`src/charger_flags_regs.svh`:
```
`ifndef CHARGER_FLAGS_REGS_SVH
`define CHARGER_FLAGS_REGS_SVH

// ****************************************************************
// register addresses on the core read port
// ****************************************************************
`define ADDR_THERM_OPEN_STATUS 8'h02
`define ADDR_CHARGE_EVENT_FLAGS 8'h03
`define ADDR_FAULT_EVENT_FLAGS 8'h04
`define ADDR_THERM_OPEN_EVENT_FLAGS 8'h05

// ****************************************************************
// reset values
// ****************************************************************
`define RST_CHARGE_EVENT_FLAGS 8'h00
`define RST_FAULT_EVENT_FLAGS 8'h00
`define RST_THERM_OPEN_EVENT_FLAGS 8'h00
`define RST_READ_DATA 8'h00
`define UNMAPPED_READ_VALUE 8'h00

// ****************************************************************
// thermistor status and thermistor-open flag fields
// ****************************************************************
`define BIT_SENSOR_OPEN_LEVEL 0
`define BIT_SENSOR_OPEN_EVENT 0

// ****************************************************************
// charge event flag fields (bit 7 reserved)
// ****************************************************************
`define BIT_TAPER_ENTRY_EVENT 6
`define BIT_TERMINATION_EVENT 5
`define BIT_INPUT_LIMIT_EVENT 4
`define BIT_PATH_REGULATION_EVENT 3
`define BIT_INPUT_VOLTAGE_LOOP_EVENT 2
`define BIT_THERMAL_LOOP_EVENT 1
`define BIT_INPUT_GOOD_CHANGE_EVENT 0
`define CHARGE_FLAG_COUNT 7

// ****************************************************************
// fault event flag fields (bit 6 reserved)
// ****************************************************************
`define BIT_INPUT_OVERVOLTAGE_EVENT 7
`define BIT_FAULT_RESERVED 6
`define BIT_BATTERY_OVERCURRENT_EVENT 5
`define BIT_BATTERY_LOW_EVENT 4
`define BIT_COLD_REGION_EVENT 3
`define BIT_COOL_REGION_EVENT 2
`define BIT_WARM_REGION_EVENT 1
`define BIT_HOT_REGION_EVENT 0
`define FAULT_FLAG_COUNT 8

`endif

```
`src/charger_flags_pkg.sv`:
```
package charger_flags_pkg;

    // start-up tracking for the input power-good interrupt
    typedef enum logic [1:0] {
        ST_STARTUP = 2'b01,
        ST_RUN = 2'b10
    } startup_state_t;

    // read address decode result
    typedef enum logic [4:0] {
        SEL_STATUS = 5'b00001,
        SEL_CHARGE = 5'b00010,
        SEL_FAULT = 5'b00100,
        SEL_OPEN = 5'b01000,
        SEL_NONE = 5'b10000
    } read_sel_t;

endpackage

```
`src/charger_status_event_flags.sv`:
```
// Functional notes
// - status bit 0 follows sensor open level
// - status at 0x2, read-only, upper bits reserved
// - charge flags at 0x3, reset zero, clear on read
// - fault flags at 0x4, reset zero, clear on read
// - open flag at 0x5, bit 0 latches open
// - bit 6 latches taper entry until read
// - bit 5 latches charge termination
// - bit 4 latches input current limit engagement
// - bit 3 latches path management operation
// - bit 2 latches input voltage loop operation
// - bit 1 latches thermal regulation activation
// - bit 0 latches any input-good change
// - no input-good interrupt at low-battery power-up
// - fault bit 7 latches input overvoltage
// - fault bit 5 latches battery overcurrent
// - fault bit 4 zero means lockout detected
// - fault bits 3..0 latch cold/cool/warm/hot entry
// - set mask bit suppresses that event's interrupt
`include "charger_flags_regs.svh"
`timescale 1ns/100ps

module charger_status_event_flags
    import charger_flags_pkg::*;
(
    input wire logic CLK_SYS,
    input wire logic RESET_N,
    input wire logic RD_STB,
    input wire logic [7:0] RD_ADDR,
    output logic [7:0] RD_DATA,
    input wire logic TAPER_ACTIVE,
    input wire logic TERMINATION_DONE,
    input wire logic INPUT_LIMIT_ACTIVE,
    input wire logic PATH_MGMT_ACTIVE,
    input wire logic INPUT_VLOOP_ACTIVE,
    input wire logic THERMAL_LOOP_ACTIVE,
    input wire logic INPUT_GOOD,
    input wire logic INPUT_OVERVOLTAGE,
    input wire logic BATTERY_OVERCURRENT,
    input wire logic BATTERY_BELOW_LOCKOUT,
    input wire logic COLD_REGION,
    input wire logic COOL_REGION,
    input wire logic WARM_REGION,
    input wire logic HOT_REGION,
    input wire logic SENSOR_OPEN_LEVEL,
    input wire logic [7:0] CHARGE_MASK,
    input wire logic [7:0] FAULT_MASK,
    input wire logic [7:0] OPEN_MASK,
    output logic IRQ_PULSE
);

    // ****************************************************************
    // condition vectors
    // ****************************************************************

    logic [7:0] charge_cond;
    logic [7:0] fault_cond;
    logic [7:0] charge_flag;
    logic [7:0] fault_flag;
    logic [7:0] charge_evt;
    logic [7:0] fault_evt;
    logic open_flag;
    logic open_evt;

    // gather the detector levels at their field positions
    always_comb begin
        charge_cond = 8'h00;
        charge_cond[`BIT_TAPER_ENTRY_EVENT] = TAPER_ACTIVE;
        charge_cond[`BIT_TERMINATION_EVENT] = TERMINATION_DONE;
        charge_cond[`BIT_INPUT_LIMIT_EVENT] = INPUT_LIMIT_ACTIVE;
        charge_cond[`BIT_PATH_REGULATION_EVENT] = PATH_MGMT_ACTIVE;
        charge_cond[`BIT_INPUT_VOLTAGE_LOOP_EVENT] = INPUT_VLOOP_ACTIVE;
        charge_cond[`BIT_THERMAL_LOOP_EVENT] = THERMAL_LOOP_ACTIVE;
        charge_cond[`BIT_INPUT_GOOD_CHANGE_EVENT] = INPUT_GOOD;
    end

    // fault side, reserved bit 6 never has a source
    always_comb begin
        fault_cond = 8'h00;
        fault_cond[`BIT_INPUT_OVERVOLTAGE_EVENT] = INPUT_OVERVOLTAGE;
        fault_cond[`BIT_BATTERY_OVERCURRENT_EVENT] =
            BATTERY_OVERCURRENT;
        fault_cond[`BIT_BATTERY_LOW_EVENT] = BATTERY_BELOW_LOCKOUT;
        fault_cond[`BIT_COLD_REGION_EVENT] = COLD_REGION;
        fault_cond[`BIT_COOL_REGION_EVENT] = COOL_REGION;
        fault_cond[`BIT_WARM_REGION_EVENT] = WARM_REGION;
        fault_cond[`BIT_HOT_REGION_EVENT] = HOT_REGION;
    end

    // ****************************************************************
    // read decode
    // ****************************************************************

    read_sel_t read_sel;
    logic clear_charge;
    logic clear_fault;
    logic clear_open;

    // one-hot select; anything outside the four addresses reads zero
    always_comb begin
        unique case (RD_ADDR)
            `ADDR_THERM_OPEN_STATUS: read_sel = SEL_STATUS;
            `ADDR_CHARGE_EVENT_FLAGS: read_sel = SEL_CHARGE;
            `ADDR_FAULT_EVENT_FLAGS: read_sel = SEL_FAULT;
            `ADDR_THERM_OPEN_EVENT_FLAGS: read_sel = SEL_OPEN;
            default: read_sel = SEL_NONE;
        endcase
    end

    // the read itself is the clear; the host must keep what it got
    always_comb begin
        clear_charge = RD_STB && (read_sel == SEL_CHARGE);
        clear_fault = RD_STB && (read_sel == SEL_FAULT);
        clear_open = RD_STB && (read_sel == SEL_OPEN);
    end

    // ****************************************************************
    // charge event flags
    // ****************************************************************

    genvar gi;
    generate
        for (gi = 0; gi < `CHARGE_FLAG_COUNT; gi = gi + 1) begin : g_charge
            // power-good change is the only field that fires on both edges
            event_latch #(
                .BOTH_EDGES(gi == `BIT_INPUT_GOOD_CHANGE_EVENT),
                .INVERT(1'b0)
            ) u_latch (
                .clk(CLK_SYS),
                .rst_n(RESET_N),
                .cond(charge_cond[gi]),
                .rd_clear(clear_charge),
                .flag(charge_flag[gi]),
                .event_pulse(charge_evt[gi])
            );
        end
    endgenerate

    // reserved bit 7 has no latch and reads zero
    assign charge_flag[7] = 1'b0;
    assign charge_evt[7] = 1'b0;

    // ****************************************************************
    // fault event flags
    // ****************************************************************

    generate
        for (gi = 0; gi < `FAULT_FLAG_COUNT; gi = gi + 1) begin : g_fault
            if (gi == `BIT_FAULT_RESERVED) begin : g_rsvd
                assign fault_flag[gi] = 1'b0;
                assign fault_evt[gi] = 1'b0;
            end else begin : g_live
                // battery low field keeps the inverted encoding
                event_latch #(
                    .BOTH_EDGES(1'b0),
                    .INVERT(gi == `BIT_BATTERY_LOW_EVENT)
                ) u_latch (
                    .clk(CLK_SYS),
                    .rst_n(RESET_N),
                    .cond(fault_cond[gi]),
                    .rd_clear(clear_fault),
                    .flag(fault_flag[gi]),
                    .event_pulse(fault_evt[gi])
                );
            end
        end
    endgenerate

    // ****************************************************************
    // thermistor open flag
    // ****************************************************************

    // latches a rise of the open level
    event_latch #(
        .BOTH_EDGES(1'b0),
        .INVERT(1'b0)
    ) u_open_latch (
        .clk(CLK_SYS),
        .rst_n(RESET_N),
        .cond(SENSOR_OPEN_LEVEL),
        .rd_clear(clear_open),
        .flag(open_flag),
        .event_pulse(open_evt)
    );

    // ****************************************************************
    // read data register
    // ****************************************************************

    logic [7:0] read_value;
    logic [7:0] rd_data_reg;
    logic [7:0] rd_data_next;

    // captures pre-clear contents, so an event in the read cycle shows
    // either now or on the next read, never neither
    always_comb begin
        read_value = `UNMAPPED_READ_VALUE;
        unique case (read_sel)
            SEL_STATUS: begin
                read_value[`BIT_SENSOR_OPEN_LEVEL] = SENSOR_OPEN_LEVEL;
            end
            SEL_CHARGE: begin
                read_value = charge_flag;
            end
            SEL_FAULT: begin
                read_value = fault_flag;
            end
            SEL_OPEN: begin
                read_value[`BIT_SENSOR_OPEN_EVENT] = open_flag;
            end
            SEL_NONE: begin
                read_value = `UNMAPPED_READ_VALUE;
            end
        endcase
        rd_data_next = rd_data_reg;
        if (RD_STB) begin
            rd_data_next = read_value;
        end
    end

    // data holds until the next read strobe
    always_ff @(posedge CLK_SYS or negedge RESET_N) begin
        if (!RESET_N) begin
            rd_data_reg <= `RST_READ_DATA;
        end else begin
            rd_data_reg <= rd_data_next;
        end
    end

    // the port shows the register, never the live select
    assign RD_DATA = rd_data_reg;

    // ****************************************************************
    // power-up tracking for the input-good interrupt
    // ****************************************************************

    startup_state_t startup_reg;
    startup_state_t startup_next;
    logic suppress_good_irq;

    // the first input-good change after reset is the power-up one; its
    // flag still latches, only the interrupt is held back on low battery
    always_comb begin
        startup_next = startup_reg;
        suppress_good_irq = 1'b0;
        unique case (startup_reg)
            ST_STARTUP: begin
                if (charge_evt[`BIT_INPUT_GOOD_CHANGE_EVENT]) begin
                    suppress_good_irq = BATTERY_BELOW_LOCKOUT;
                    startup_next = ST_RUN;
                end
            end
            ST_RUN: begin
                startup_next = ST_RUN;
            end
        endcase
    end

    // leaves the armed state once per reset, so only one change is spared
    always_ff @(posedge CLK_SYS or negedge RESET_N) begin
        if (!RESET_N) begin
            startup_reg <= ST_STARTUP;
        end else begin
            startup_reg <= startup_next;
        end
    end

    // ****************************************************************
    // interrupt request
    // ****************************************************************

    logic [7:0] charge_irq;
    logic [7:0] fault_irq;
    logic irq_reg;
    logic irq_next;

    // a mask bit of one blocks only its own event, the flag still sets
    always_comb begin
        charge_irq = charge_evt & ~CHARGE_MASK;
        fault_irq = fault_evt & ~FAULT_MASK;
        if (suppress_good_irq) begin
            charge_irq[`BIT_INPUT_GOOD_CHANGE_EVENT] = 1'b0;
        end
        irq_next = (|charge_irq) | (|fault_irq) |
            (open_evt & ~OPEN_MASK[`BIT_SENSOR_OPEN_EVENT]);
    end

    // registered so the pin driver sees a clean one-cycle pulse
    always_ff @(posedge CLK_SYS or negedge RESET_N) begin
        if (!RESET_N) begin
            irq_reg <= 1'b0;
        end else begin
            irq_reg <= irq_next;
        end
    end

    assign IRQ_PULSE = irq_reg;

endmodule

```
`src/event_latch.sv`:
```
`timescale 1ns/100ps

module event_latch #(
    parameter bit BOTH_EDGES = 1'b0,
    parameter bit INVERT = 1'b0
) (
    input wire logic clk,
    input wire logic rst_n,
    input wire logic cond,
    input wire logic rd_clear,
    output logic flag,
    output logic event_pulse
);

    logic prev_reg;
    logic prev_next;
    logic held_reg;
    logic held_next;

    // ****************************************************************
    // edge detect and sticky hold
    // ****************************************************************

    // a level that stays high gives one event only, so a read clears it
    always_comb begin
        prev_next = cond;
        if (BOTH_EDGES) begin
            event_pulse = cond ^ prev_reg;
        end else begin
            event_pulse = cond & ~prev_reg;
        end
        held_next = held_reg;
        if (rd_clear) begin
            held_next = 1'b0;
        end
        // set after clear: an event in the read cycle survives
        if (event_pulse) begin
            held_next = 1'b1;
        end
    end

    // prev starts low so a condition present at power-up counts as entry
    always_ff @(posedge clk or negedge rst_n) begin
        if (!rst_n) begin
            prev_reg <= 1'b0;
            held_reg <= INVERT;
        end else begin
            prev_reg <= prev_next;
            held_reg <= held_next;
        end
    end

    // inverted fields show 0 while the event is held
    assign flag = held_reg ^ INVERT;

endmodule

```
`config.mk`:
```
export PLATFORM = sky130hd
export DESIGN_NAME = charger_status_event_flags
export DESIGN_NICKNAME = d
export VERILOG_FILES = /design/src/charger_flags_pkg.sv /design/src/charger_status_event_flags.sv /design/src/event_latch.sv
export VERILOG_INCLUDE_DIRS = /design/src
export SDC_FILE = /design/constraint.sdc
export NUM_CORES = 1
export LEC_CHECK = 0
export ABC_AREA = 1
export BUFFER_PORTS_ARGS = -buffer_cell sky130_fd_sc_hd__buf_2
export CAP_MARGIN = 20
export CORE_UTILIZATION = 31
export DETAILED_ROUTE_END_ITERATION = 8
export PLACE_DENSITY = 0.63
export SKIP_LAST_GASP = 1
export SLEW_MARGIN = 10
export SYNTH_ARGS = -nofsm -noshare
export SYNTH_HDL_FRONTEND = slang
export SYNTH_SLANG_ARGS = --single-unit
export TNS_END_PERCENT = 10
```
`constraint.sdc`:
```
create_clock -name CLK_SYS -period 1.9 [get_ports CLK_SYS]
set_input_delay 0.095 -clock CLK_SYS [delete_from_list [all_inputs] [get_ports CLK_SYS]]
set_output_delay 0.095 -clock CLK_SYS [all_outputs]
set_load 0.05 [all_outputs]
```
-- Word level (Yosys, flattened, before mapping)
Cells that the tools add are included.
- register bits after elaboration: 41
- output and inout bits: 9
- logic and storage cells: 129
- muxes and demuxes: 26
- equal/unequal tests: 12
- reductions and logical operators: 20
- bitwise logic cells: 38
- operator list (kind ; count):
    nonzero test 2 bit ; 15
    2-to-1 mux 1 bit ; 21
    case mux 5 bit (4 select lines) ; 1
    == test 8 x 2 -> 1 bit, second input constant ; 2
    == test 8 x 3 -> 1 bit, second input constant ; 2
    inverter 1 bit ; 16
    inverter 8 bit ; 2
    OR reduction 8 bit ; 2
    bitwise AND 1 bit ; 15
    case mux 7 bit (2 select lines) ; 1
    bitwise AND 7 x 8 -> 8 bit ; 1
    bitwise AND 8 bit ; 1
    == test 5 x 1 -> 1 bit, second input constant ; 1
    == test 5 x 2 -> 1 bit, second input constant ; 1
    == test 5 x 3 -> 1 bit, second input constant ; 1
    == test 5 x 4 -> 1 bit, second input constant ; 1
    == test 5 bit, second input constant ; 1
    case mux 1 bit (5 select lines) ; 1
    case mux 2 bit (2 select lines) ; 1
    logical AND 1 bit ; 3
    == test 2 x 1 -> 1 bit, second input constant ; 1
    == test 2 bit, second input constant ; 1
    2-to-1 mux 2 bit ; 1
    inequality test 2 x 1 -> 1 bit, second input constant ; 1
    2 further kinds ; 3

-- Depth between registers and ports, before layout
- depth after elaboration: 7
- gate-level depth with buffers: 8
- depth with buffers taken out: 8

-- Modules after synthesis
A second synthesis with hierarchy kept.
- cells, all modules: 231
- area, all modules: 1864.3 um2
- by module, submodules not included (module ; cells an instance ; area an instance (um2) ; instances):
    event_latch at g_charge[1].u_latch ... ; 8 ; 75.1 ; 13
    charger_status_event_flags ; 108 ; 726.9 ; 1
    event_latch at g_charge[0].u_latch ; 10 ; 81.3 ; 1
    event_latch at g_fault[4].g_live.u_latch ; 9 ; 80.1 ; 1

-- Worst setup path before layout
OpenSTA, ideal clock, no wires.
- path type: register to register
- from: reg startup_reg[0]
- to: reg irq_reg (netlist: IRQ_PULSE)
- required time: 1.781 ns
- period minus slack after synthesis: 0.943 ns
- slack: 0.957 ns
- data arrival time: 0.824 ns
- buffers on the path: 0
- stages on the path, launching flop included: 6
- path through: dfstp_2 -> inv_1 -> nor2_1 -> a211oi_1 -> nor2_1 -> nand2_1
- word-level cells in the longest chain between the ends: 6
- ends and longest elaborated chain (element ; line ; source):
    start: declaration ; charger_status_event_flags.sv:237 ; startup_state_t startup_reg;
    start signal: assignment ; charger_status_event_flags.sv:264 ; startup_reg <= startup_next;
    == test 2 x 1 -> 1 bit ; charger_status_event_flags.sv:246 ; unique case (startup_reg)
    2-to-1 mux 1 bit ; charger_status_event_flags.sv:246 ;
    2-to-1 mux 1 bit ; charger_status_event_flags.sv:281 ; if (suppress_good_irq) begin
    OR reduction 8 bit ; charger_status_event_flags.sv:284 ; irq_next = (|charge_irq) | (|fault_irq) |
    OR 1 bit (2 in series) ; charger_status_event_flags.sv:284 ;
    net irq_next ; charger_status_event_flags.sv:275 ; logic irq_next;
    end signal: assignment ; charger_status_event_flags.sv:293 ; irq_reg <= irq_next;
    end: declaration ; charger_status_event_flags.sv:274 ; logic irq_reg;
The timed path passes the listed nets, and every way through them passes these cells.
A chain may end at the register's enable or synchronous reset.

-- Worst setup path after layout
- from: in SENSOR_OPEN_LEVEL
- to: reg irq_reg (netlist: IRQ_PULSE)
- word-level cells in the longest chain between the ends: 3
- ends and longest elaborated chain (element ; line ; source):
    start: declaration ; charger_status_event_flags.sv:45 ; input wire logic SENSOR_OPEN_LEVEL,
    bitwise AND 1 bit ; event_latch.sv:30 ; event_pulse = cond & ~prev_reg;
    bitwise AND 1 bit ; charger_status_event_flags.sv:285 ; (open_evt & ~OPEN_MASK[`BIT_SENSOR_OPEN_EVENT]);
    OR 1 bit ; charger_status_event_flags.sv:284 ;
    net irq_next ; charger_status_event_flags.sv:275 ;
The timed path passes the listed nets, and every way through them passes these cells.

==> flow_metrics.env <==
export IMPL_status="complete, no violations"
export IMPL_wl_per_cell_um=10.4
export IMPL_first_pass_iters=4
export IMPL_area_growth_pct=34.6
export IMPL_tritoncts_num_buffers=5
export IMPL_switchingPower_uw=396
export IMPL_p_comb_share_pct=10.4
export IMPL_cts_tree="done"
export IMPL_synth_area_um2=1710
export IMPL_floorplan_initialDensity_pct=32.8
export IMPL_ios=59
export IMPL_synth_area_top_cells="dfrtp_1 57%, nand2_1 13%, inv_1 5.7%"
export IMPL_post_cts_buffers=0
export IMPL_numClockSinks=41
export IMPL_p_per_area_nw_per_um2=707
export IMPL_synthMuxAreaShare_pct=0
export IMPL_final_period_utilization_pct=62.4
export IMPL_cts_max_level=2
export IMPL_critPathMaxStageDelay_ps=530
export IMPL_cts_root_buf="clkbuf_8"
export IMPL_hold_slack_ps=85.8
export IMPL_skew_ps=7.57
export IMPL_syn_inst=188
export IMPL_yosys_warnings=0
export IMPL_setup_tns_ps=0
export IMPL_place_inst=308
export IMPL_cp_start_kind="primary input"
export IMPL_core_um2=5200
export IMPL_cp_required_ps=2080
export IMPL_synth_compound_area_share_pct=5.28
export IMPL_critical_path_top_delay_family="buffers and inverters"
export IMPL_worstMarginPinSlew_ps=545
export IMPL_synthTopCellsByCount="61 x nand2_1, 39 x dfrtp_1, 26 x inv_1, 15 x nor2_1, 14 x o21ai_0"
export IMPL_nNetsFinal=311
export IMPL_grt_start_max_net_pins=16
export IMPL_peakVddDrop_uv=508
export IMPL_ys_ff_latch=41
export IMPL_synthSimpleGateAreaFrac_pct=27.9
export IMPL_grt_pass1_wl_um=6090
export IMPL_port_buffers=49
export IMPL_clock_fmax_mhz=844
export IMPL_setup_viol=0
export IMPL_drive_gt1_share_pct=29.4
export IMPL_path_cells="dlygate4sd3_1 > buf_2 > inv_1 > nor2_1 > nand2_1 > o21ai_0 > nor2_1 > nand2_1 > nor2_1 > nand2_1"
export IMPL_drc_errors=0
export IMPL_die_h_um=76.2
export IMPL_synth_nets=238
export IMPL_clk_path_buf_depth=2
export IMPL_clockPowerShare_pct=34.1
export IMPL_place_gp_congestion=0.731
export IMPL_dp_hpwl_um=2710
export IMPL_path_clk_slew_ps=70
export IMPL_grt_overflow=0
export IMPL_crit_path_top_delay_cell="dlygate4sd3_1"
export IMPL_fin_util_pct=44.1
export IMPL_hold_viol=0
export IMPL_fillers=537
export IMPL_end_kind="flip-flop"
export IMPL_power_leakage_nw=1.23
export IMPL_pwr_share_seq_pct=55.5
export IMPL_intPower_mw=1.23
export IMPL_cts_resized_gates=0
export IMPL_p_sw_share_pct=24.4
export IMPL_synth_top_area_share_pct=57.2
export IMPL_yosys_area_top_type="dfrtp_1"
export IMPL_synth_area_per_cell_um2=9.07
export IMPL_core_rowCount=26
export IMPL_arrival_ps=1370
export IMPL_critPathKind="in2reg"
export IMPL_drtAntennaViolNets=0
export IMPL_fin_cells=332
export IMPL_diodes=0
export IMPL_routed_wl_um=3440
export IMPL_grt_use_total_pct=13.5
export IMPL_synth_fa_ha_area_share_pct=0
export IMPL_min_path_type="in2reg"
export IMPL_maxCapViolations=0
export IMPL_ys_types=20
export IMPL_synth_edf_count=0
export IMPL_antenna_found_initial=0
export IMPL_drv_slew=0
export IMPL_yosysMostFrequentCell="nand2_1"
export IMPL_ys_async_sr_fraction_pct=100
export IMPL_slew_headroom_pct=63.6
export IMPL_clock_latency_ps=300
export IMPL_grt_pass1_vias=1433
export IMPL_ys_seq_area_share_pct=60.3
export IMPL_dieArea_um2=5800
export IMPL_synth_top_family_by_area="simple AND/OR/NAND/NOR gates"
export IMPL_via_per_inst=4.14
export IMPL_die_w_um=76.2
export IMPL_synth_flop_cell="dfrtp_1"
export IMPL_rsz0062_at_grt="no"
export IMPL_synthXorXnorAreaFrac_pct=0.514
export IMPL_vias=1375
export IMPL_cp_max_fo=3
export IMPL_path_buf_inv=3
export IMPL_period_needed_ps=1190
export IMPL_drt_initial_drc_count=50
export IMPL_largest_register_ff_count=8
-- per-stage QoR --
stage / total power, mW / setup slack [ps] / instance area [um2]
6_report: 1.62 / 715 / 2290
5_1_grt: 1.70 / 580 / 2290
4_1_cts: 1.65 / 702 / 2290
3_5_place_dp: 1.06 / 761 / 2050
3_3_place_gp: 1.06 / 802 / 2050
2_1_floorplan: 0.979 / 957 / 1710
-- cell families after synthesis --
| logic type | after synthesis |
|---|---|
| XOR/XNOR | 1 |
| AO/OA/AOI/OAI | 16 |
| buffers and inverters | 27 |
| flip-flops | 41 |
| AND/OR/NAND/NOR | 103 |
-- layout make-up --
class                           instances  area [um2]  share of cell area, %
Sequential cell                        41        1030                   44.8
Multi-Input combinational cell        120         574                   25.0
Timing Repair Buffer                   67         420                   18.3
Inverter                               26        97.6                   4.25
Tap cell                               70        87.6                   3.82
Clock buffer                            5        68.8                   3.00
Clock inverter                          3        17.5                  0.763
-- cell usage in the layout, fill, tap and decap left out, types with 2 or more instances in the layout --
cell type and n:
buf_2 49, dfrtp_1 39, or2_2 8, nor2_1 15, buf_4 2, nand2_1 61
dlygate4sd3_1 16, clkbuf_8 5, clkinv_2 2, inv_1 26, o21ai_0 14, nand4_1 2
nand3_2 3, dfstp_2 2, nand3_1 8
-- timing repair --
action	4_1_cts	5_1_grt
hold buffers	16	0
endpoints found under the hold margin	28	0
setup endpoints to repair	0	0
-- worst register-to-register path, stage by stage (launching register included) --
cell and delay [ps]:
dfrtp_1 360, inv_1 50, nand2_1 80, or2_2 280
nand4_1 100, nor2_1 60, nand2_1 60
-- worst paths after layout --
kind | cells after the start | start | slack (ps) | end
hold / removal | 4 | CHARGE_MASK[0] | 90 | IRQ_PULSE
max in group asynchronous | 3 | RESET_N | 1100 | startup_reg[0]
setup reg to reg | 6 | g_charge[5].u_latch.prev_reg | 850 | IRQ_PULSE
setup / recovery | 10 | SENSOR_OPEN_LEVEL | 710 | IRQ_PULSE
min in group asynchronous | 2 | RESET_N | 220 | g_charge[1].u_latch.flag
hold reg to reg | 1 | u_open_latch.prev_reg | 450 | u_open_latch.flag
-- layer usage --
metal	GRT usage, %	wire length (um)	up-vias	share of wire (%)
met5	0	0	-	0
met4	5.19	51	0	1.5
met3	4.19	138	6	4.0
met2	21.5	1570	30	46
met1	17.1	1680	618	49
li1	-	-	721	-
-- power groups by stage --
stage / Sequential [mW] / Combinational [mW] / Clock (mW)
after CTS: 0.900 / 0.173 / 0.575
after floorplan: 0.927 / 0.0521 / 0
final: 0.900 / 0.169 / 0.552
after detailed placement: 0.917 / 0.148 / 0
after global routing: 0.902 / 0.193 / 0.605
after global placement: 0.916 / 0.145 / 0
No activity file was read; power rests on OpenSTA's default activity.
